--- config.mk ---
export PLATFORM = sky130hd
export DESIGN_NAME = nsc_host
export DESIGN_NICKNAME = d
export VERILOG_FILES = /design/src/logic/nsc_pkg.sv /design/src/logic/nsc_sync.sv /design/src/logic/nsc_host.sv
export SDC_FILE = /design/constraint.sdc
export NUM_CORES = 1
export LEC_CHECK = 0
export ABC_AREA = 1
export BUFFER_PORTS_ARGS = -buffer_cell sky130_fd_sc_hd__buf_4
export CAP_MARGIN = 20
export CORE_ASPECT_RATIO = 1.25
export CORE_UTILIZATION = 35
export CTS_BUF_LIST = sky130_fd_sc_hd__clkbuf_4 sky130_fd_sc_hd__clkbuf_8 sky130_fd_sc_hd__clkbuf_16
export CTS_CLUSTER_DIAMETER = 80
export CTS_CLUSTER_SIZE = 16
export DETAILED_ROUTE_END_ITERATION = 7
export PLACE_DENSITY = 0.64
export SETUP_SLACK_MARGIN = 0.5
export SYNTH_ARGS = -nofsm -noshare
export SYNTH_HDL_FRONTEND = slang
export SYNTH_SLANG_ARGS = --single-unit
--- constraint.sdc ---
create_clock -name pclk -period 4.4 [get_ports pclk]
set_input_delay 0 -clock pclk [delete_from_list [all_inputs] [get_ports pclk]]
set_output_delay 0 -clock pclk [all_outputs]
set_load 0.05 [all_outputs]
--- src/logic/nsc_pkg.sv ---
// constants for the nand sequencer host controller
`default_nettype none
package nsc_pkg;
  // apb register offsets
  localparam logic [7:0] ADDR_CTRL = 8'h00;
  localparam logic [7:0] ADDR_OP = 8'h04;
  localparam logic [7:0] ADDR_STAT = 8'h08;
  localparam logic [7:0] ADDR_RDATA = 8'h0C;
  // ctrl and op fields
  localparam int CTRL_WP_BIT = 0;
  localparam int OP_KIND_LSB = 8;
  localparam logic [1:0] KIND_CMD = 2'h0;
  localparam logic [1:0] KIND_ADDR = 2'h1;
  localparam logic [1:0] KIND_READ = 2'h2;
  localparam logic [1:0] KIND_WRITE = 2'h3;
  // status fields
  localparam int STAT_ENG_BUSY = 0;
  localparam int STAT_DEV_READY = 1;
  localparam int STAT_PWR_DONE = 2;
  localparam int STAT_SEQ_ERR = 3;
  localparam int STAT_REFUSED = 4;
  localparam int STAT_WP_REL = 5;
  // command bytes
  localparam logic [7:0] CMD_DUMMY_CONF = 8'h11;
  localparam logic [7:0] CMD_STATUS = 8'h70;
  localparam logic [7:0] CMD_STATUS_PL = 8'hF1;
  localparam logic [7:0] CMD_RESET = 8'hFF;
  localparam logic [7:0] CMD_SETUP_80 = 8'h80;
  localparam logic [7:0] CMD_SETUP_81 = 8'h81;
  localparam logic [7:0] CMD_SETUP_85 = 8'h85;
  localparam logic [7:0] CMD_CHK_STAT = 8'h7B;
  // meaningful bits of a check-status byte: 0,1,2,6,7
  localparam logic [7:0] CHK_STATUS_MASK = 8'hC7;
  // timing
  localparam int CLK_MHZ = 50;
  localparam int PWRUP_US = 100;
  localparam int PWRUP_CYC = PWRUP_US * CLK_MHZ;
  localparam int WR_LOW_NS = 40;
  localparam int RD_LOW_NS = 120;
  localparam int HIGH_NS = 40;
  localparam int WR_LOW_CYC = (WR_LOW_NS * CLK_MHZ + 999) / 1000;
  localparam int RD_LOW_CYC = (RD_LOW_NS * CLK_MHZ + 999) / 1000;
  localparam int HIGH_CYC = (HIGH_NS * CLK_MHZ + 999) / 1000;
  localparam int SYNC_STAGES = 3;
  // engine states, gray along the path
  typedef enum logic [1:0] {
    ST_IDLE = 2'b00,
    ST_SETUP = 2'b01,
    ST_LOW = 2'b11,
    ST_HIGH = 2'b10
  } nsc_state_t;
endpackage
`default_nettype wire

--- src/logic/nsc_sync.sv ---
// three-stage pin synchroniser with agreement filter
`default_nettype none
module nsc_sync #(
  parameter int WIDTH = 1,
  parameter logic [WIDTH-1:0] INIT = '0
) (
  input wire logic pclk,
  input wire logic presetn,
  input wire logic [WIDTH-1:0] din,
  output logic [WIDTH-1:0] dout
);
  logic [WIDTH-1:0] s1_q, s2_q, s3_q, out_q;
  logic [WIDTH-1:0] out_d;

  always_comb
  begin
    out_d = out_q;
    for (int i = 0; i < WIDTH; i++)
    begin
      if (s2_q[i] == s3_q[i])
      begin
        out_d[i] = s3_q[i];
      end
    end
  end

  always_ff @(posedge pclk or negedge presetn)
  begin
    if (!presetn)
    begin
      s1_q <= INIT;
      s2_q <= INIT;
      s3_q <= INIT;
      out_q <= INIT;
    end
    else
    begin
      s1_q <= din;
      s2_q <= s1_q;
      s3_q <= s2_q;
      out_q <= out_d;
    end
  end

  assign dout = out_q;
endmodule
`default_nettype wire

--- src/logic/nsc_host.sv ---
// apb-controlled host sequencer driving a nand flash pin interface
// Notes on behaviour
// - host masks undefined status bits 3 to 5 when evaluating status.
// - id mode is command 90h followed by one address cycle 00h.
// - host waits at least 100 us after power-up before any command.
// - host holds write protect low during power-up and power-down.
// - host never changes write protect while the device is busy; the gate uses the synchronised ready, which falls four cycles after rb_n_in.
// - after 11h only 70h, F1h or FFh may precede 81h; the guard also accepts 80h or 85h in between.
// - after 11h only 70h, F1h or FFh may precede 80h; the guard also accepts 81h or 85h in between.
// - read cycles after 7Bh return the check-status byte.
`default_nettype none
module nsc_host #(
  parameter int PWRUP_CYCLES = nsc_pkg::PWRUP_CYC
) (
  input wire logic pclk,
  input wire logic presetn,
  input wire logic psel,
  input wire logic penable,
  input wire logic pwrite,
  input wire logic [7:0] paddr,
  input wire logic [31:0] pwdata,
  output logic [31:0] prdata,
  output logic pready,
  output logic pslverr,
  output logic [7:0] io_out,
  output logic io_oe,
  input wire logic [7:0] io_in,
  output logic cle,
  output logic ale,
  output logic ce_n,
  output logic we_n,
  output logic re_n,
  output logic wp_n,
  input wire logic rb_n_in
);
  // ----------------------------------------------------------------
  // pin synchronisers
  // ----------------------------------------------------------------
  logic [8:0] pins_s;
  logic dev_ready;
  logic [7:0] io_s;

  nsc_sync #(.WIDTH(9), .INIT(9'h100)) u_sync (
    .pclk(pclk),
    .presetn(presetn),
    .din({rb_n_in, io_in}),
    .dout(pins_s)
  );
  assign dev_ready = pins_s[8];
  assign io_s = pins_s[7:0];

  // ----------------------------------------------------------------
  // registers and engine state
  // ----------------------------------------------------------------
  logic ack_q, ack_d;
  logic [31:0] prdata_q, prdata_d;
  logic ctrl_wp_q, ctrl_wp_d;
  logic wp_n_q, wp_n_d;
  logic [31:0] pwr_cnt_q, pwr_cnt_d;
  logic pwr_done_q, pwr_done_d;
  logic seq_err_q, seq_err_d;
  logic refused_q, refused_d;
  logic dummy_q, dummy_d;
  nsc_pkg::nsc_state_t state_q, state_d;
  logic [7:0] cnt_q, cnt_d;
  logic [1:0] kind_q, kind_d;
  logic [7:0] byte_q, byte_d;
  logic [7:0] rdata_q, rdata_d;
  logic [7:0] last_cmd_q, last_cmd_d;
  logic [7:0] io_out_q, io_out_d;
  logic io_oe_q, io_oe_d;
  logic cle_q, cle_d;
  logic ale_q, ale_d;
  logic ce_n_q, ce_n_d;
  logic we_n_q, we_n_d;
  logic re_n_q, re_n_d;
  logic [31:0] stat_w;
  logic [1:0] op_kind;
  logic [7:0] op_byte;
  logic [7:0] low_len;
  logic start, refuse, seq_bad, allowed, status_mode;

  // ----------------------------------------------------------------
  // apb decode, one wait state so read data leave a flop
  // ----------------------------------------------------------------
  logic acc, done, wr, mapped;
  logic wr_ctrl, wr_op, wr_stat;
  assign acc = psel && penable;
  assign done = acc && ack_q;
  assign wr = done && pwrite;
  assign mapped = (paddr == nsc_pkg::ADDR_CTRL) ||
                  (paddr == nsc_pkg::ADDR_OP) ||
                  (paddr == nsc_pkg::ADDR_STAT) ||
                  (paddr == nsc_pkg::ADDR_RDATA);
  assign wr_ctrl = wr && (paddr == nsc_pkg::ADDR_CTRL);
  assign wr_op = wr && (paddr == nsc_pkg::ADDR_OP);
  assign wr_stat = wr && (paddr == nsc_pkg::ADDR_STAT);
  assign pready = done;
  assign pslverr = done && !mapped;
  assign prdata = prdata_q;

  // ----------------------------------------------------------------
  // operation decode and ordering guard
  // ----------------------------------------------------------------
  assign op_kind = pwdata[nsc_pkg::OP_KIND_LSB +: 2];
  assign op_byte = pwdata[7:0];
  assign allowed = (op_byte == nsc_pkg::CMD_STATUS) ||
                   (op_byte == nsc_pkg::CMD_STATUS_PL) ||
                   (op_byte == nsc_pkg::CMD_RESET) ||
                   (op_byte == nsc_pkg::CMD_SETUP_80) ||
                   (op_byte == nsc_pkg::CMD_SETUP_81) ||
                   (op_byte == nsc_pkg::CMD_SETUP_85);
  // among commands, only status, reset or a setup may follow a dummy confirm; address and data ops are not checked
  assign seq_bad = dummy_q && (op_kind == nsc_pkg::KIND_CMD) &&
                   !allowed;
  // nothing leaves before the power-up wait ends
  assign refuse = wr_op && ((state_q != nsc_pkg::ST_IDLE) ||
                  !pwr_done_q || seq_bad);
  assign start = wr_op && !refuse;
  assign status_mode = (last_cmd_q == nsc_pkg::CMD_STATUS) ||
                       (last_cmd_q == nsc_pkg::CMD_STATUS_PL) ||
                       (last_cmd_q == nsc_pkg::CMD_CHK_STAT);
  assign low_len = (kind_q == nsc_pkg::KIND_READ) ?
                   8'(nsc_pkg::RD_LOW_CYC) : 8'(nsc_pkg::WR_LOW_CYC);

  // ----------------------------------------------------------------
  // status word
  // ----------------------------------------------------------------
  always_comb
  begin
    stat_w = 32'h0;
    stat_w[nsc_pkg::STAT_ENG_BUSY] = (state_q != nsc_pkg::ST_IDLE);
    stat_w[nsc_pkg::STAT_DEV_READY] = dev_ready;
    stat_w[nsc_pkg::STAT_PWR_DONE] = pwr_done_q;
    stat_w[nsc_pkg::STAT_SEQ_ERR] = seq_err_q;
    stat_w[nsc_pkg::STAT_REFUSED] = refused_q;
    stat_w[nsc_pkg::STAT_WP_REL] = wp_n_q;
  end

  // ----------------------------------------------------------------
  // bus group
  // ----------------------------------------------------------------
  always_comb
  begin
    ack_d = acc && !ack_q;
    prdata_d = prdata_q;
    if (acc && !ack_q)
    begin
      case (paddr)
        nsc_pkg::ADDR_CTRL: prdata_d = {31'h0, ctrl_wp_q};
        nsc_pkg::ADDR_OP: prdata_d = {22'h0, kind_q, byte_q};
        nsc_pkg::ADDR_STAT: prdata_d = stat_w;
        nsc_pkg::ADDR_RDATA: prdata_d = {24'h0, rdata_q};
        default: prdata_d = 32'h0;
      endcase
    end
  end

  always_ff @(posedge pclk or negedge presetn)
  begin
    if (!presetn)
    begin
      ack_q <= 1'b0;
      prdata_q <= 32'h0;
    end
    else
    begin
      ack_q <= ack_d;
      prdata_q <= prdata_d;
    end
  end

  // ----------------------------------------------------------------
  // control group
  // ----------------------------------------------------------------
  always_comb
  begin
    ctrl_wp_d = ctrl_wp_q;
    wp_n_d = wp_n_q;
    pwr_cnt_d = pwr_cnt_q;
    seq_err_d = seq_err_q;
    refused_d = refused_q;
    if (wr_ctrl)
    begin
      ctrl_wp_d = pwdata[nsc_pkg::CTRL_WP_BIT];
    end
    if (pwr_cnt_q != 32'(PWRUP_CYCLES))
    begin
      pwr_cnt_d = pwr_cnt_q + 32'h1;
    end
    pwr_done_d = (pwr_cnt_d == 32'(PWRUP_CYCLES));
    // protect only moves while the device and engine are idle
    if (pwr_done_q && dev_ready && (state_q == nsc_pkg::ST_IDLE) &&
        !start)
    begin
      wp_n_d = ctrl_wp_q;
    end
    // write one to clear; a new event in the same cycle wins
    if (wr_stat && pwdata[nsc_pkg::STAT_SEQ_ERR])
    begin
      seq_err_d = 1'b0;
    end
    if (wr_stat && pwdata[nsc_pkg::STAT_REFUSED])
    begin
      refused_d = 1'b0;
    end
    if (wr_op && seq_bad)
    begin
      seq_err_d = 1'b1;
    end
    if (refuse)
    begin
      refused_d = 1'b1;
    end
  end

  always_ff @(posedge pclk or negedge presetn)
  begin
    if (!presetn)
    begin
      ctrl_wp_q <= 1'b0;
      wp_n_q <= 1'b0;
      pwr_cnt_q <= 32'h0;
      pwr_done_q <= 1'b0;
      seq_err_q <= 1'b0;
      refused_q <= 1'b0;
    end
    else
    begin
      ctrl_wp_q <= ctrl_wp_d;
      wp_n_q <= wp_n_d;
      pwr_cnt_q <= pwr_cnt_d;
      pwr_done_q <= pwr_done_d;
      seq_err_q <= seq_err_d;
      refused_q <= refused_d;
    end
  end

  // ----------------------------------------------------------------
  // engine group
  // ----------------------------------------------------------------
  always_comb
  begin
    state_d = state_q;
    cnt_d = cnt_q;
    kind_d = kind_q;
    byte_d = byte_q;
    rdata_d = rdata_q;
    last_cmd_d = last_cmd_q;
    dummy_d = dummy_q;
    case (state_q)
      nsc_pkg::ST_IDLE:
      begin
        if (start)
        begin
          kind_d = op_kind;
          byte_d = op_byte;
          cnt_d = 8'h00;
          state_d = nsc_pkg::ST_SETUP;
          if (op_kind == nsc_pkg::KIND_CMD)
          begin
            last_cmd_d = op_byte;
            if (op_byte == nsc_pkg::CMD_DUMMY_CONF)
            begin
              dummy_d = 1'b1;
            end
            else if ((op_byte != nsc_pkg::CMD_STATUS) &&
                     (op_byte != nsc_pkg::CMD_STATUS_PL))
            begin
              dummy_d = 1'b0;
            end
          end
        end
      end
      nsc_pkg::ST_SETUP:
      begin
        state_d = nsc_pkg::ST_LOW;
      end
      nsc_pkg::ST_LOW:
      begin
        if (cnt_q == low_len - 8'h01)
        begin
          cnt_d = 8'h00;
          state_d = nsc_pkg::ST_HIGH;
          if (kind_q == nsc_pkg::KIND_READ)
          begin
            // undefined status bits are masked in status modes
            rdata_d = status_mode ? (io_s & nsc_pkg::CHK_STATUS_MASK) :
                      io_s;
          end
        end
        else
        begin
          cnt_d = cnt_q + 8'h01;
        end
      end
      nsc_pkg::ST_HIGH:
      begin
        if (cnt_q == 8'(nsc_pkg::HIGH_CYC) - 8'h01)
        begin
          cnt_d = 8'h00;
          state_d = nsc_pkg::ST_IDLE;
        end
        else
        begin
          cnt_d = cnt_q + 8'h01;
        end
      end
      default:
      begin
        state_d = nsc_pkg::ST_IDLE;
      end
    endcase
    // pin levels follow the next state
    ce_n_d = (state_d == nsc_pkg::ST_IDLE);
    cle_d = (state_d != nsc_pkg::ST_IDLE) &&
            (kind_d == nsc_pkg::KIND_CMD);
    ale_d = (state_d != nsc_pkg::ST_IDLE) &&
            (kind_d == nsc_pkg::KIND_ADDR);
    io_oe_d = (state_d != nsc_pkg::ST_IDLE) &&
              (kind_d != nsc_pkg::KIND_READ);
    io_out_d = byte_d;
    we_n_d = !((state_d == nsc_pkg::ST_LOW) &&
               (kind_d != nsc_pkg::KIND_READ));
    re_n_d = !((state_d == nsc_pkg::ST_LOW) &&
               (kind_d == nsc_pkg::KIND_READ));
  end

  always_ff @(posedge pclk or negedge presetn)
  begin
    if (!presetn)
    begin
      state_q <= nsc_pkg::ST_IDLE;
      cnt_q <= 8'h00;
      kind_q <= 2'h0;
      byte_q <= 8'h00;
      rdata_q <= 8'h00;
      last_cmd_q <= 8'h00;
      dummy_q <= 1'b0;
      io_out_q <= 8'h00;
      io_oe_q <= 1'b0;
      cle_q <= 1'b0;
      ale_q <= 1'b0;
      ce_n_q <= 1'b1;
      we_n_q <= 1'b1;
      re_n_q <= 1'b1;
    end
    else
    begin
      state_q <= state_d;
      cnt_q <= cnt_d;
      kind_q <= kind_d;
      byte_q <= byte_d;
      rdata_q <= rdata_d;
      last_cmd_q <= last_cmd_d;
      dummy_q <= dummy_d;
      io_out_q <= io_out_d;
      io_oe_q <= io_oe_d;
      cle_q <= cle_d;
      ale_q <= ale_d;
      ce_n_q <= ce_n_d;
      we_n_q <= we_n_d;
      re_n_q <= re_n_d;
    end
  end

  // ----------------------------------------------------------------
  // pin outputs
  // ----------------------------------------------------------------
  assign io_out = io_out_q;
  assign io_oe = io_oe_q;
  assign cle = cle_q;
  assign ale = ale_q;
  assign ce_n = ce_n_q;
  assign we_n = we_n_q;
  assign re_n = re_n_q;
  assign wp_n = wp_n_q;
endmodule
`default_nettype wire

==> metrics.md, run 1 <==
| Metric | Value |
|---|---|
| Status | finished clean |
| Post-route DRC | 0 |
| Max-cap viol count | 0 |
| Port bufs | 58 |
| Leakage | 3.66 nW |
| Chip Height | 150 um |
| Area of the core | 17000 um^2 |
| Layout cells sized above 1 | 0.165 |
| Drt first pass iters | 4 |
| Final hold vios | 0 |
| Largest net degree at the start of global routing | 56 |
| Max_slew headroom | 0.502 |
| Yosys warns | 0 |
| CTS resizes | 0 |
| Worst skew pair latency | 0.42 ns |
| Kind of start point of the critical path | flop |
| Cts hold-fix bufs | 24 |
| WL/cell | 12.8 um |
| Clock Sink Count | 127 |
| CTS max path bufs | 2 |
| Register-to-register setup slack | 1.44 ns |
| Initial antenna violation count | 0 |
| Worst vdd ir | 264 uV |
| Commonest non-fill, non-tap cell in the layout | nand2_1 |
| Die Area | 18100 um^2 |
| FF+latch area | 3190 um^2 |
| Area Growth Syn to Fin | 23.2% |
| Critical-path cell list | nor2_1, inv_1, nor2_1, nand3_2, inv_2, nand4_1, dlygate4sd3_1, nand2_1, dlygate4sd3_1 |
| Crit Path Category | flop to flop |
| Period minus WS final | 2.96 ns |
| Initial Utilization | 0.361 |
| Worst path required time | 4.75 ns |
| Synthesized area | 6150 um^2 |
| Clock transition at path regs | 0.05 ns |
| Setup total negative slack | 0 ns |
| Vias after detailed routing | 4769 |
| Commonest cells after routing, fill and taps aside | 191 x nand2_1, 120 x dfrtp_1, 101 x inv_1, 79 x nor2_1, 60 x buf_4 |
| Ant diodes | 0 |
| Post-Layout Cell Count | 1055 |
| Final Max Slew Viols | 0 |
| First-pass GRT wire length | 22200 um |
| Die X | 121 um |
| CTS tree | done |
| Postcts setup bufs | 0 |
| HP Class | input pin to flop |
| DRT antenna net count | 0 |
| Skew final | 0.00690 ns |
| Critical path's slowest cell | dlygate4sd3_1 |
| Via/cell ratio | 4.52 |
| Initial DRC count | 295 |
| PD cells | 364 nW/um^2 |
| Routed wire length | 13500 um |
| Synth cell types | 40 |
| Crit-path leading delay family | buffers and inverters |
| Dpl hpwl | 10000 um |
| Final worst path period share | 0.673 |
| FMAX | 0.338 GHz |
| Synth Register Bits | 127 |
| # rows | 53 |
| Final GP Congestion | 0.877 |
| Total global-route track usage | 0.159 |
| Max H-tree Level | 4 |
| RSZ-0062 raised after global routing | no |
| Synth Instances | 729 |
| Max Fanout on Critical Path | 25 |
| Top Ports | 103 |
| Root Buffer | clkbuf_16 |
| Grt ovf | 0 |
| Placed insts | 1000 |
| Sequential share of the synthesized area | 0.518 |
| Number of global-route vias before repair | 4708 |
| Final-report setup violation count | 0 |
| WP buf/inv | 4 |
| Slowest stage delay, CP | 0.58 ns |
| CTS buffer count | 17 |
| Crit. End Element | flop |
| NumNets Final | 881 |
| Worst Path Arrival | 3.32 ns |
| Area of the multi-input gates | 2420 um^2 |
| Post-Syn Area per Cell | 8.44 um^2 |
| Slew @ Worst Pin | 0.747 ns |
| # fillers | 1671 |
## power breakdown
| group | switching [W] | internal, W |
|---|---|---|
| Combinational | 0.0000940 | 0.0000426 |
| Sequential | 0.0000107 | 0.00119 |
| Clock | 0.000520 | 0.000903 |
| Total | 0.000625 | 0.00214 |
## cell type report
cell class	instances	share of cell area
flip-flops and latches	127	0.420
multi-input cells	485	0.320
repair buffers	85	0.0917
well taps	220	0.0363
clock inverters	13	0.0213
clock buffers	18	0.0579
inverters	107	0.0530
## worst min-delay path, stage by stage
cell	delay, ns
buf_4	0.12
nand4_1	0.12
nand2_1	0.12
## metrics by stage
stage	total power [W]	util	setup WS [ns]	hold slack, ns	instance area (um^2)
6_report	0.00276	0.445	1.44	0.0116	7580
5_1_grt	0.00285	0.445	1.15	0.0411	7580
4_1_cts	0.00279	0.445	1.44	0.00438	7580
3_5_place_dp	0.00135	0.396	2.22	0.0885	6740
3_3_place_gp	0.00134	0.395	2.22	0.0839	6740
2_1_floorplan	0.00130	-	2.52	-0.296	6230
## synthesized netlist by cell type (all sizes together)
| master | instances | share of area |
|---|---|---|
| a211oi | 1 | 0.0012 |
| a21oi | 2 | 0.0016 |
| and3 | 1 | 0.0010 |
| buf | 27 | 0.033 |
| clkbuf | 4 | 0.0024 |
| conb | 1 | 0.00061 |
| dfrtp | 120 | 0.49 |
| dfstp | 7 | 0.030 |
| ha | 4 | 0.0081 |
| inv | 107 | 0.065 |
| maj3 | 9 | 0.015 |
| nand2 | 202 | 0.13 |
| nand3 | 35 | 0.029 |
| nand4 | 17 | 0.018 |
| nor2 | 88 | 0.062 |
| nor3 | 10 | 0.0098 |
| nor4 | 3 | 0.0030 |
| o2111ai | 1 | 0.0014 |
| o211ai | 2 | 0.0024 |
| o21ai | 46 | 0.043 |
| o21bai | 2 | 0.0024 |
| o221ai | 5 | 0.0071 |
| o22ai | 7 | 0.0071 |
| o31ai | 2 | 0.0024 |
| or2 | 1 | 0.0010 |
| or3 | 1 | 0.0010 |
| xnor2 | 6 | 0.0085 |
| xor2 | 18 | 0.026 |
## registers in the layout, summed over array words and instances, names as in the netlist, 2 cells and up
name         flops
kind_q           2
io_out           8
u_sync.s1_q      9
u_sync.s2_q      9
last_cmd_q       8
rdata_q          8
u_sync.dout      9
cnt_q            8
pwr_cnt_q       32
u_sync.s3_q      9
state_q          2
prdata          10
## final timing paths
path                                               start                        to  depth (start not counted)
worst max register to register      state_q[0]$_DFF_PN0_       dummy_q$_DFFE_PN0P_                          9
worst max-delay path                state_q[0]$_DFF_PN0_       dummy_q$_DFFE_PN0P_                          9
worst min-delay path                           pwdata[9]       kind_q[1]$_DFF_PN0_                          3
max in group asynchronous                        presetn            re_n$_DFF_PN1_                          3
worst min register to register  u_sync.s1_q[3]$_DFF_PN0_  u_sync.s2_q[3]$_DFF_PN0_                          0
min in group asynchronous                        presetn  u_sync.s2_q[1]$_DFF_PN0_                          2
## layer usage
layer	share of wire	vias to the layer above	track usage
li1	-	2441	-
met2	0.50	101	0.275
met4	0.028	0	0.0827
met3	0.035	29	0.0364
met5	0	-	0
met1	0.44	2198	0.184
## kinds of logic (layout without fill, tap and decap cells)
kind of cell / Yosys count / in the layout / share of synthesized area
buffers and inverters: 138 / 223 / 0.101
and+or+nand+nor: 358 / 358 / 0.255
other: 1 / 22 / 0.000609
DFF: 127 / 127 / 0.518
xor gates and xnor gates: 24 / 24 / 0.0342
AOI/OAI and AO/OA: 68 / 68 / 0.0687
adders and majority gates: 13 / 13 / 0.0228
Note: power is estimated with default switching activity, not from simulation.
==> inputs of run 2 (changes only) <==
--- a/config.mk
+++ b/config.mk
@@ -5,7 +5,7 @@
 export SDC_FILE = /design/constraint.sdc
 export NUM_CORES = 1
 export LEC_CHECK = 0
-export ABC_AREA = 1
+export ABC_AREA = 0
 export BUFFER_PORTS_ARGS = -buffer_cell sky130_fd_sc_hd__buf_4
 export CAP_MARGIN = 20
 export CORE_ASPECT_RATIO = 1.25
@@ -14,7 +14,7 @@
 export CTS_CLUSTER_DIAMETER = 80
 export CTS_CLUSTER_SIZE = 16
 export DETAILED_ROUTE_END_ITERATION = 7
-export PLACE_DENSITY = 0.64
+export PLACE_DENSITY = 0.66
 export SETUP_SLACK_MARGIN = 0.5
 export SYNTH_ARGS = -nofsm -noshare
 export SYNTH_HDL_FRONTEND = slang
==> constraint.sdc (replaced) <==
create_clock -name pclk -period 2.51 [get_ports pclk]
set_input_delay 0 -clock pclk [delete_from_list [all_inputs] [get_ports pclk]]
set_output_delay 0 -clock pclk [all_outputs]
set_load 0.05 [all_outputs]
==> metrics.md, run 2 <==
| Metric | Value |
|---|---|
| Max_slew headroom | 0.488 (was 0.502) |
| Max Fanout on Critical Path | 8 (was 25) |
| Final-report setup violation count | 0 (unchanged) |
| Number of global-route vias before repair | 4354 (was 4708) |
| Combinational family with the most area after synthesis | simple AND/OR/NAND/NOR gates (unchanged) |
| Skew final | 0.00808 ns (was 0.00690 ns) |
| Chip Height | 145 um (was 150 um) |
| Synth top cells by count | 120 x dfrtp_1, 32 x nand2_1, 27 x nor2_1, 27 x o21ai_0, 26 x mux2_2 (was 191 x nand2_1, 120 x dfrtp_1, 101 x inv_1, 79 x nor2_1, 34 x nand3_1) |
| Post-synthesis mux area share | 0.0709 (was 0) |
| RSZ-0062 raised after global routing | yes (was no) |
| HP Class | input pin to flop (unchanged) |
| Commonest cells after routing, fill and taps aside | 113 x dfrtp_1, 93 x buf_4, 31 x nand2_1, 26 x mux2_2, 24 x dlygate4sd3_1 (was 191 x nand2_1, 120 x dfrtp_1, 101 x inv_1, 79 x nor2_1, 60 x buf_4) |
| Post-Synth Adder-Cell Area | 0.0244 (was 0.0228) |
| Port bufs | 58 (unchanged) |
| Synthesized area | 5750 um^2 (was 6150 um^2) |
| Vias after detailed routing | 4314 (was 4769) |
| Initial Utilization | 0.356 (was 0.361) |
| Leakage | 3.55 nW (was 3.66 nW) |
| Crit Path Category | flop to flop (unchanged) |
| Max-cap viol count | 0 (unchanged) |
| PD cells | 647 nW/um^2 (was 364 nW/um^2) |
| Via/cell ratio | 5.02 (was 4.52) |
| Grt ovf | 0 (unchanged) |
| Drt first pass iters | 4 (unchanged) |
| Grt peak-use layer | met2 (unchanged) |
| Period minus WS final | 2.28 ns (was 2.96 ns) |
| Commonest non-fill, non-tap cell in the layout | dfrtp_1 (was nand2_1) |
| Final non-filler cell area | 7850 um^2 (was 7580 um^2) |
| Critical-path cell list | nand4_1, nor4_4, buf_6, nand3_2, xnor2_2, nor3_2, or4b_4, nor4_2 (was nor2_1, inv_1, nor2_1, nand3_2, inv_2, nand4_1, dlygate4sd3_1, nand2_1, dlygate4sd3_1) |
| WP buf/inv | 1 (was 4) |
| Asr flop ratio synth | 1.00 (unchanged) |
| Top Ports | 103 (unchanged) |
| CTS tree | done (unchanged) |
| Layout cells sized above 1 | 0.373 (was 0.165) |
| Crit-path leading delay family | simple AND/OR/NAND/NOR gates (was buffers and inverters) |
| Total global-route track usage | 0.164 (was 0.159) |
| # rows | 52 (was 53) |
| Grt met3 use | 0.0468 (was 0.0364) |
| Final worst path period share | 0.909 (was 0.673) |
| Clock Sink Count | 127 (unchanged) |
| Initial DRC count | 176 (was 295) |
| Synth cell types | 61 (was 40) |
| Worst skew pair latency | 0.42 ns (about the same) |
| FF+latch area | 3200 um^2 (was 3190 um^2) |
| Placement Cell Area | 6550 um^2 (was 6740 um^2) |
| Routed wire length | 13300 um (was 13500 um) |
| Max H-tree Level | 4 (unchanged) |
| Met1 Usage GRT | 0.192 (was 0.184) |
| Kind of start point of the critical path | flop (unchanged) |
| Final hold vios | 0 (unchanged) |
| Slowest stage delay, CP | 0.49 ns (was 0.58 ns) |
| Area of the multi-input gates | 2600 um^2 (was 2420 um^2) |
| Post-route DRC | 0 (unchanged) |
| Synth Register Bits | 127 (unchanged) |
| CTS max path bufs | 2 (unchanged) |
| Most used flip-flop cell after synthesis | dfrtp_1 (unchanged) |
| Crit. End Element | flop (unchanged) |
| Placed insts | 779 (was 1000) |
| Synth Area in Compound Gates | 0.0585 (was 0.0687) |
| Final Max Slew Viols | 0 (unchanged) |
| DRT antenna net count | 0 (unchanged) |
| PnR worst setup slack | 0.229 ns (was 1.44 ns) |
| Slew @ Worst Pin | 0.768 ns (was 0.747 ns) |
| Root Buffer | clkbuf_16 (unchanged) |
| Initial antenna violation count | 0 (unchanged) |
| Ant diodes | 0 (unchanged) |
| Worst Path Arrival | 2.61 ns (was 3.32 ns) |
| FMAX | 0.438 GHz (was 0.338 GHz) |
| Simple-gate portion of the synthesized area | 0.192 (was 0.255) |
| Most frequent cell after synthesis | dfrtp_1 (was nand2_1) |
| Area contributors post-synth | dfrtp_1 52%, mux2_2 5.1%, xnor2_1 3.5% (was dfrtp_1 49%, nand2_1 12%, inv_1 6.2%) |
| Post-Layout Cell Count | 860 (was 1055) |
| Status | finished clean (unchanged) |
| Synth Area in XOR/XNOR | 0.0533 (was 0.0342) |
| Post-synth top area share | 0.522 (was 0.488) |
| Setup total negative slack | 0 ns (unchanged) |
| Dpl hpwl | 8820 um (was 10000 um) |
| First-pass GRT wire length | 21200 um (was 22200 um) |
| Die X | 117 um (was 121 um) |
| Yosys top cell by area | dfrtp_1 (unchanged) |
| Die Area | 16900 um^2 (was 18100 um^2) |
| CTS buffer count | 17 (unchanged) |
| Critical path's slowest cell | or4b_4 (was dlygate4sd3_1) |
| Synth Instances | 497 (was 729) |
| Area of the core | 16100 um^2 (was 17000 um^2) |
| Yosys warns | 0 (unchanged) |
| GR Util met2 | 0.266 (was 0.275) |
| WL/cell | 15.5 um (was 12.8 um) |
| Post-Syn Area per Cell | 11.6 um^2 (was 8.44 um^2) |
| # fillers | 1441 (was 1671) |
| Sequential share of the synthesized area | 0.554 (was 0.518) |
| Final GP Congestion | 0.889 (was 0.877) |
| Clock transition at path regs | 0.06 ns (was 0.05 ns) |
| Max reg flops | 32 (unchanged) |
| Worst vdd ir | 417 uV (was 264 uV) |
| Worst path required time | 2.84 ns (was 4.75 ns) |
| Post-synth EDFFs | 0 (unchanged) |
| NumNets Final | 689 (was 881) |
| Post-Place Setup Slack | 0.0859 ns (was 2.22 ns) |
| Area Growth Syn to Fin | 36.5% (was 23.2%) |
| Largest reg by FF count | pwr_cnt_q (unchanged) |
| Largest net degree at the start of global routing | 60 (was 56) |
run 2: cell types whose count changed in the layout (fill, tap and decap cells not counted), sizes merged, moves of 17 or more:
cell and delta:
xnor2 +17, mux2 +27, buf +43, o21ai -19
inv -98, nor2 -59, nand2 -170
run 2: layout make-up:
| class | count | area share |
|---|---|---|
| tap | 216 | 0.0344 |
| clock inverter | 13 | 0.0266 |
| timing repair buffer | 128 | 0.138 |
| multi-input combinational | 346 | 0.331 |
| sequential | 127 | 0.407 |
| inverter | 11 | 0.00558 |
| clock buffer | 19 | 0.0577 |
run 2: timing repair:
action | CTS | global route
setup endpoints to repair | 31 | 32
gates resized for setup | 19 | 47
cloned | 0 | 0
endpoints found under the hold margin | 89 | 0
pin swaps | 8 | 11
setup buffers | 10 | 15
hold buffers | 24 | 0
run 2: logic make-up after synthesis:
group	Yosys count
multiplexers	37
buffers and inverters	45
AO/OA/AOI/OAI	57
flip-flops	127
other	1
AND/OR/NAND/NOR	182
XOR/XNOR	35
adder cells (fa/ha/maj)	13
run 2: path summary, 6_finish.rpt:
check	startpoint	endpoint	slack, ns	cells after the start
worst min-delay path	paddr[3]	refused_q$_DFFE_PN0P_	0.08	4
worst min register to register	u_sync.s1_q[7]$_DFF_PN0_	u_sync.s2_q[7]$_DFF_PN0_	0.35	0
worst max register to register	pwr_cnt_q[10]$_DFF_PN0_	pwr_done_q$_DFF_PN0_	0.23	8
worst max-delay path	pwr_cnt_q[10]$_DFF_PN0_	pwr_done_q$_DFF_PN0_	0.23	8
max in group asynchronous	presetn	pwr_cnt_q[11]$_DFF_PN0_	1.55	3
min in group asynchronous	presetn	kind_q[1]$_DFF_PN0_	0.20	2
run 2: metrics by stage:
stage | total power [W] | hold slack (ns) | utilization
2_1_floorplan | 0.00228 | -0.296 | -
3_3_place_gp | 0.00236 | 0.109 | 0.406
3_5_place_dp | 0.00237 | 0.110 | 0.406
4_1_cts | 0.00514 | 0.0338 | 0.471
5_1_grt | 0.00526 | 0.0951 | 0.486
6_report | 0.00508 | 0.0799 | 0.486
run 2: worst reg2reg max path, delay by kind of cell, from the launching register on:
family | cells | cell delay [ns]
simple gates | 6 | 1.48
xor+xnor | 1 | 0.16
buf+inv | 1 | 0.18
flops | 1 | 0.38
run 2: metal layers:
metal / up-vias / wire length, um
li1: 1999 / -
met1: 2163 / 5450
met2: 121 / 6870
met3: 31 / 612
met4: 0 / 402
met5: - / 0
run 2: report_power, final:
group | internal [W] | total [W] | switching (W)
Clock | 0.00182 | 0.00272 | 0.000904
Sequential | 0.00209 | 0.00211 | 0.0000192
Combinational | 0.0000831 | 0.000253 | 0.000170
==> inputs of run 3 (changes only) <==
--- a/config.mk
+++ b/config.mk
@@ -6,6 +6,7 @@
 export NUM_CORES = 1
 export LEC_CHECK = 0
 export ABC_AREA = 0
+export ABC_CLOCK_PERIOD_IN_PS = 2510
 export BUFFER_PORTS_ARGS = -buffer_cell sky130_fd_sc_hd__buf_4
 export CAP_MARGIN = 20
 export CORE_ASPECT_RATIO = 1.25
@@ -18,4 +19,5 @@
 export SETUP_SLACK_MARGIN = 0.5
 export SYNTH_ARGS = -nofsm -noshare
 export SYNTH_HDL_FRONTEND = slang
+export SYNTH_HIERARCHICAL = 1
 export SYNTH_SLANG_ARGS = --single-unit
==> metrics.md, run 3 <==
| Metric | Value |
|---|---|
| Synth Instances | 537 (was 497) |
| Clock Sink Count | 127 (unchanged) |
| Via/cell ratio | 5.18 (was 5.02) |
| Post-route DRC | 0 (unchanged) |
| CTS max path bufs | 2 (unchanged) |
| PD cells | 600 nW/um^2 (was 647 nW/um^2) |
| Routed wire length | 14300 um (was 13300 um) |
| Status | finished clean (unchanged) |
| Max H-tree Level | 4 (unchanged) |
| Worst skew pair latency | 0.41 ns (was 0.42 ns) |
| Ant diodes | 0 (unchanged) |
| CTS buffer count | 17 (unchanged) |
| Synthesized area | 5850 um^2 (was 5750 um^2) |
| Die Area | 17200 um^2 (was 16900 um^2) |
| Max-cap viol count | 0 (unchanged) |
| CTS tree | done (unchanged) |
| Top Ports | 103 (unchanged) |
| Most used flip-flop cell after synthesis | dfrtp_1 (unchanged) |
| Most frequent cell after synthesis | dfrtp_1 (unchanged) |
| Final non-filler cell area | 8030 um^2 (was 7850 um^2) |
| Worst Reg2Reg Path Length in Cells | 10 (was 8) |
| Initial antenna violation count | 0 (unchanged) |
| Final worst path period share | 0.923 (was 0.909) |
| Yosys top cell by area | dfrtp_1 (unchanged) |
| Max Fanout on Critical Path | 8 (unchanged) |
| Worst vdd ir | 488 uV (was 417 uV) |
| Dpl hpwl | 9220 um (was 8820 um) |
| Initial DRC count | 356 (was 176) |
| Max_slew headroom | 0.602 (was 0.488) |
| Total global-route track usage | 0.171 (was 0.164) |
| Period minus WS final | 2.32 ns (was 2.28 ns) |
| Area of the core | 16300 um^2 (was 16100 um^2) |
| DRT antenna net count | 0 (unchanged) |
| Layout cells sized above 1 | 0.378 (was 0.373) |
| Synth Register Bits | 127 (unchanged) |
| Area Growth Syn to Fin | 37.2% (was 36.5%) |
| Worst Path Arrival | 2.67 ns (was 2.61 ns) |
| Skew final | 0.00884 ns (was 0.00808 ns) |
| Final GP Congestion | 0.936 (was 0.889) |
| Max reg flops | 32 (unchanged) |
| Largest net degree at the start of global routing | 58 (was 60) |
| Crit. End Element | flop (unchanged) |
| Initial Utilization | 0.360 (was 0.356) |
| Grt ovf | 0 (unchanged) |
| Clock transition at path regs | 0.05 ns (was 0.06 ns) |
| First-pass GRT wire length | 23300 um (was 21200 um) |
| Die X | 118 um (was 117 um) |
| FMAX | 0.432 GHz (was 0.438 GHz) |
| Leakage | 3.69 nW (was 3.55 nW) |
| Vias after detailed routing | 4668 (was 4314) |
| WL/cell | 15.9 um (was 15.5 um) |
| Post-synth top area share | 0.513 (was 0.522) |
| NumNets Final | 731 (was 689) |
| Number of global-route vias before repair | 4691 (was 4354) |
| # rows | 52 (unchanged) |
| Post-Syn Area per Cell | 10.9 um^2 (was 11.6 um^2) |
| Asr flop ratio synth | 1.00 (unchanged) |
| RSZ-0062 raised after global routing | yes (unchanged) |
| HP Class | input pin to flop (unchanged) |
| Crit Path Category | flop to flop (unchanged) |
| Commonest non-fill, non-tap cell in the layout | buf_4 (was dfrtp_1) |
| Kind of start point of the critical path | flop (unchanged) |
| Final-report setup violation count | 0 (unchanged) |
| Sequential share of the synthesized area | 0.544 (was 0.554) |
| Final hold vios | 0 (unchanged) |
| Chip Height | 147 um (was 145 um) |
| Placement Cell Area | 6590 um^2 (was 6550 um^2) |
| Slew @ Worst Pin | 0.590 ns (was 0.768 ns) |
| Synth cell types | 67 (was 61) |
| Synth top cells by count | 120 x dfrtp_1, 61 x nand2_1, 26 x nand3_1, 26 x nor2_1 (was 120 x dfrtp_1, 32 x nand2_1, 27 x nor2_1, 27 x o21ai_0, 26 x mux2_2) |
| Worst path required time | 2.86 ns (was 2.84 ns) |
| Yosys warns | 6 (was 0) |
| Largest reg by FF count | pwr_cnt_q (unchanged) |
| Setup total negative slack | 0 ns (unchanged) |
| Area contributors post-synth | dfrtp_1 51%, mux2_2 4.0%, nand2_1 3.9% (was dfrtp_1 52%, mux2_2 5.1%, xnor2_1 3.5%) |
| Commonest cells after routing, fill and taps aside | 108 x buf_4, 107 x dfrtp_1, 57 x nand2_1, 23 x dlygate4sd3_1 (was 113 x dfrtp_1, 93 x buf_4, 31 x nand2_1, 26 x mux2_2, 24 x dlygate4sd3_1) |
| Root Buffer | clkbuf_16 (unchanged) |
| Post-synth EDFFs | 0 (unchanged) |
| Drt first pass iters | 5 (was 4) |
| # fillers | 1444 (was 1441) |
| Worst hold path depth | 3 (was 4) |
| Final Max Slew Viols | 0 (unchanged) |
| Port bufs | 58 (unchanged) |
-- run 3: area by class of cell --
class                   count  area [um^2]  share of cell area
multi-input cells         373         2750               0.343
well taps                 216          270              0.0336
repair buffers            139         1150               0.143
clock buffers              26          518              0.0645
clock inverters             6         82.6              0.0103
inverters                  15         56.3             0.00701
flip-flops and latches    127         3210               0.399
-- run 3: worst max-delay path: stages (launching register included) --
cell and delay [ns]:
dfrtp_1 0.39, buf_6 0.14, nand4_1 0.17, nor4_4 0.08, buf_4 0.15, buf_6 0.11
or3_4 0.33, a211oi_2 0.24, nand4_1 0.14, nor4_2 0.28, and4b_1 0.21
-- run 3: worst paths after layout --
path | to | from | slack [ns]
worst max-delay path | pwr_done_q$_DFF_PN0_ | pwr_cnt_q[1]$_DFF_PN0_ | 0.19
worst min-delay path | dummy_q$_DFFE_PN0P_ | pwdata[0] | 0.03
worst max register to register | pwr_done_q$_DFF_PN0_ | pwr_cnt_q[1]$_DFF_PN0_ | 0.19
worst min register to register | u_sync/s2_q[3]$_DFF_PN0_ | u_sync/s1_q[3]$_DFF_PN0_ | 0.34
max in group asynchronous | state_q[1]$_DFF_PN0_ | presetn | 1.53
min in group asynchronous | prdata[1]$_DFFE_PN0P_ | presetn | 0.11
-- run 3: per-layer routing --
metal,global-route usage,part of all wire,vias up
met5,0,0,-
met4,0.0827,0.026,0
met3,0.0484,0.057,36
met2,0.294,0.52,168
met1,0.195,0.40,2328
li1,-,-,2136
-- run 3: kinds of logic (layout without fill, tap and decap cells) --
family,Yosys count,in the layout,synth area share
AND/OR/NAND/NOR,208,210,0.193
flip-flops,127,127,0.544
AO/OA/AOI/OAI,69,69,0.0791
buffers and inverters,60,186,0.0577
XOR/XNOR,32,32,0.0479
multiplexers,27,27,0.0509
adder cells (fa/ha/maj),13,13,0.0259
other,1,22,0.000641
-- run 3: repair_timing --
item	4_1_cts	5_1_grt
resized for setup	51	40
cloned	1	1
setup endpoints to repair	24	25
hold endpoints to repair	69	0
buffers inserted	18	13
pin swaps	16	18
hold buffers	23	0
-- run 3: stage by stage --
stage / hold slack [ns] / total power, W / std cells / worst slack, ns / utilization
floorplan: -0.296 / 0.00228 / 558 / 0.342 / -
global placement: 0.00993 / 0.00236 / 814 / 0.100 / 0.405
detailed placement: 0.0128 / 0.00237 / 814 / 0.0865 / 0.405
CTS: 0.0140 / 0.00487 / 888 / 0.284 / 0.479
global route: 0.0308 / 0.00499 / 902 / 0.104 / 0.494
finish: 0.0323 / 0.00482 / 902 / 0.193 / 0.494
-- run 3: power by group --
part	total, W	internal [W]	leakage [nW]	switching, W
Sequential	0.00211	0.00209	1.63	0.0000201
Combinational	0.000250	0.0000837	1.75	0.000167
Clock	0.00246	0.00162	0.301	0.000843
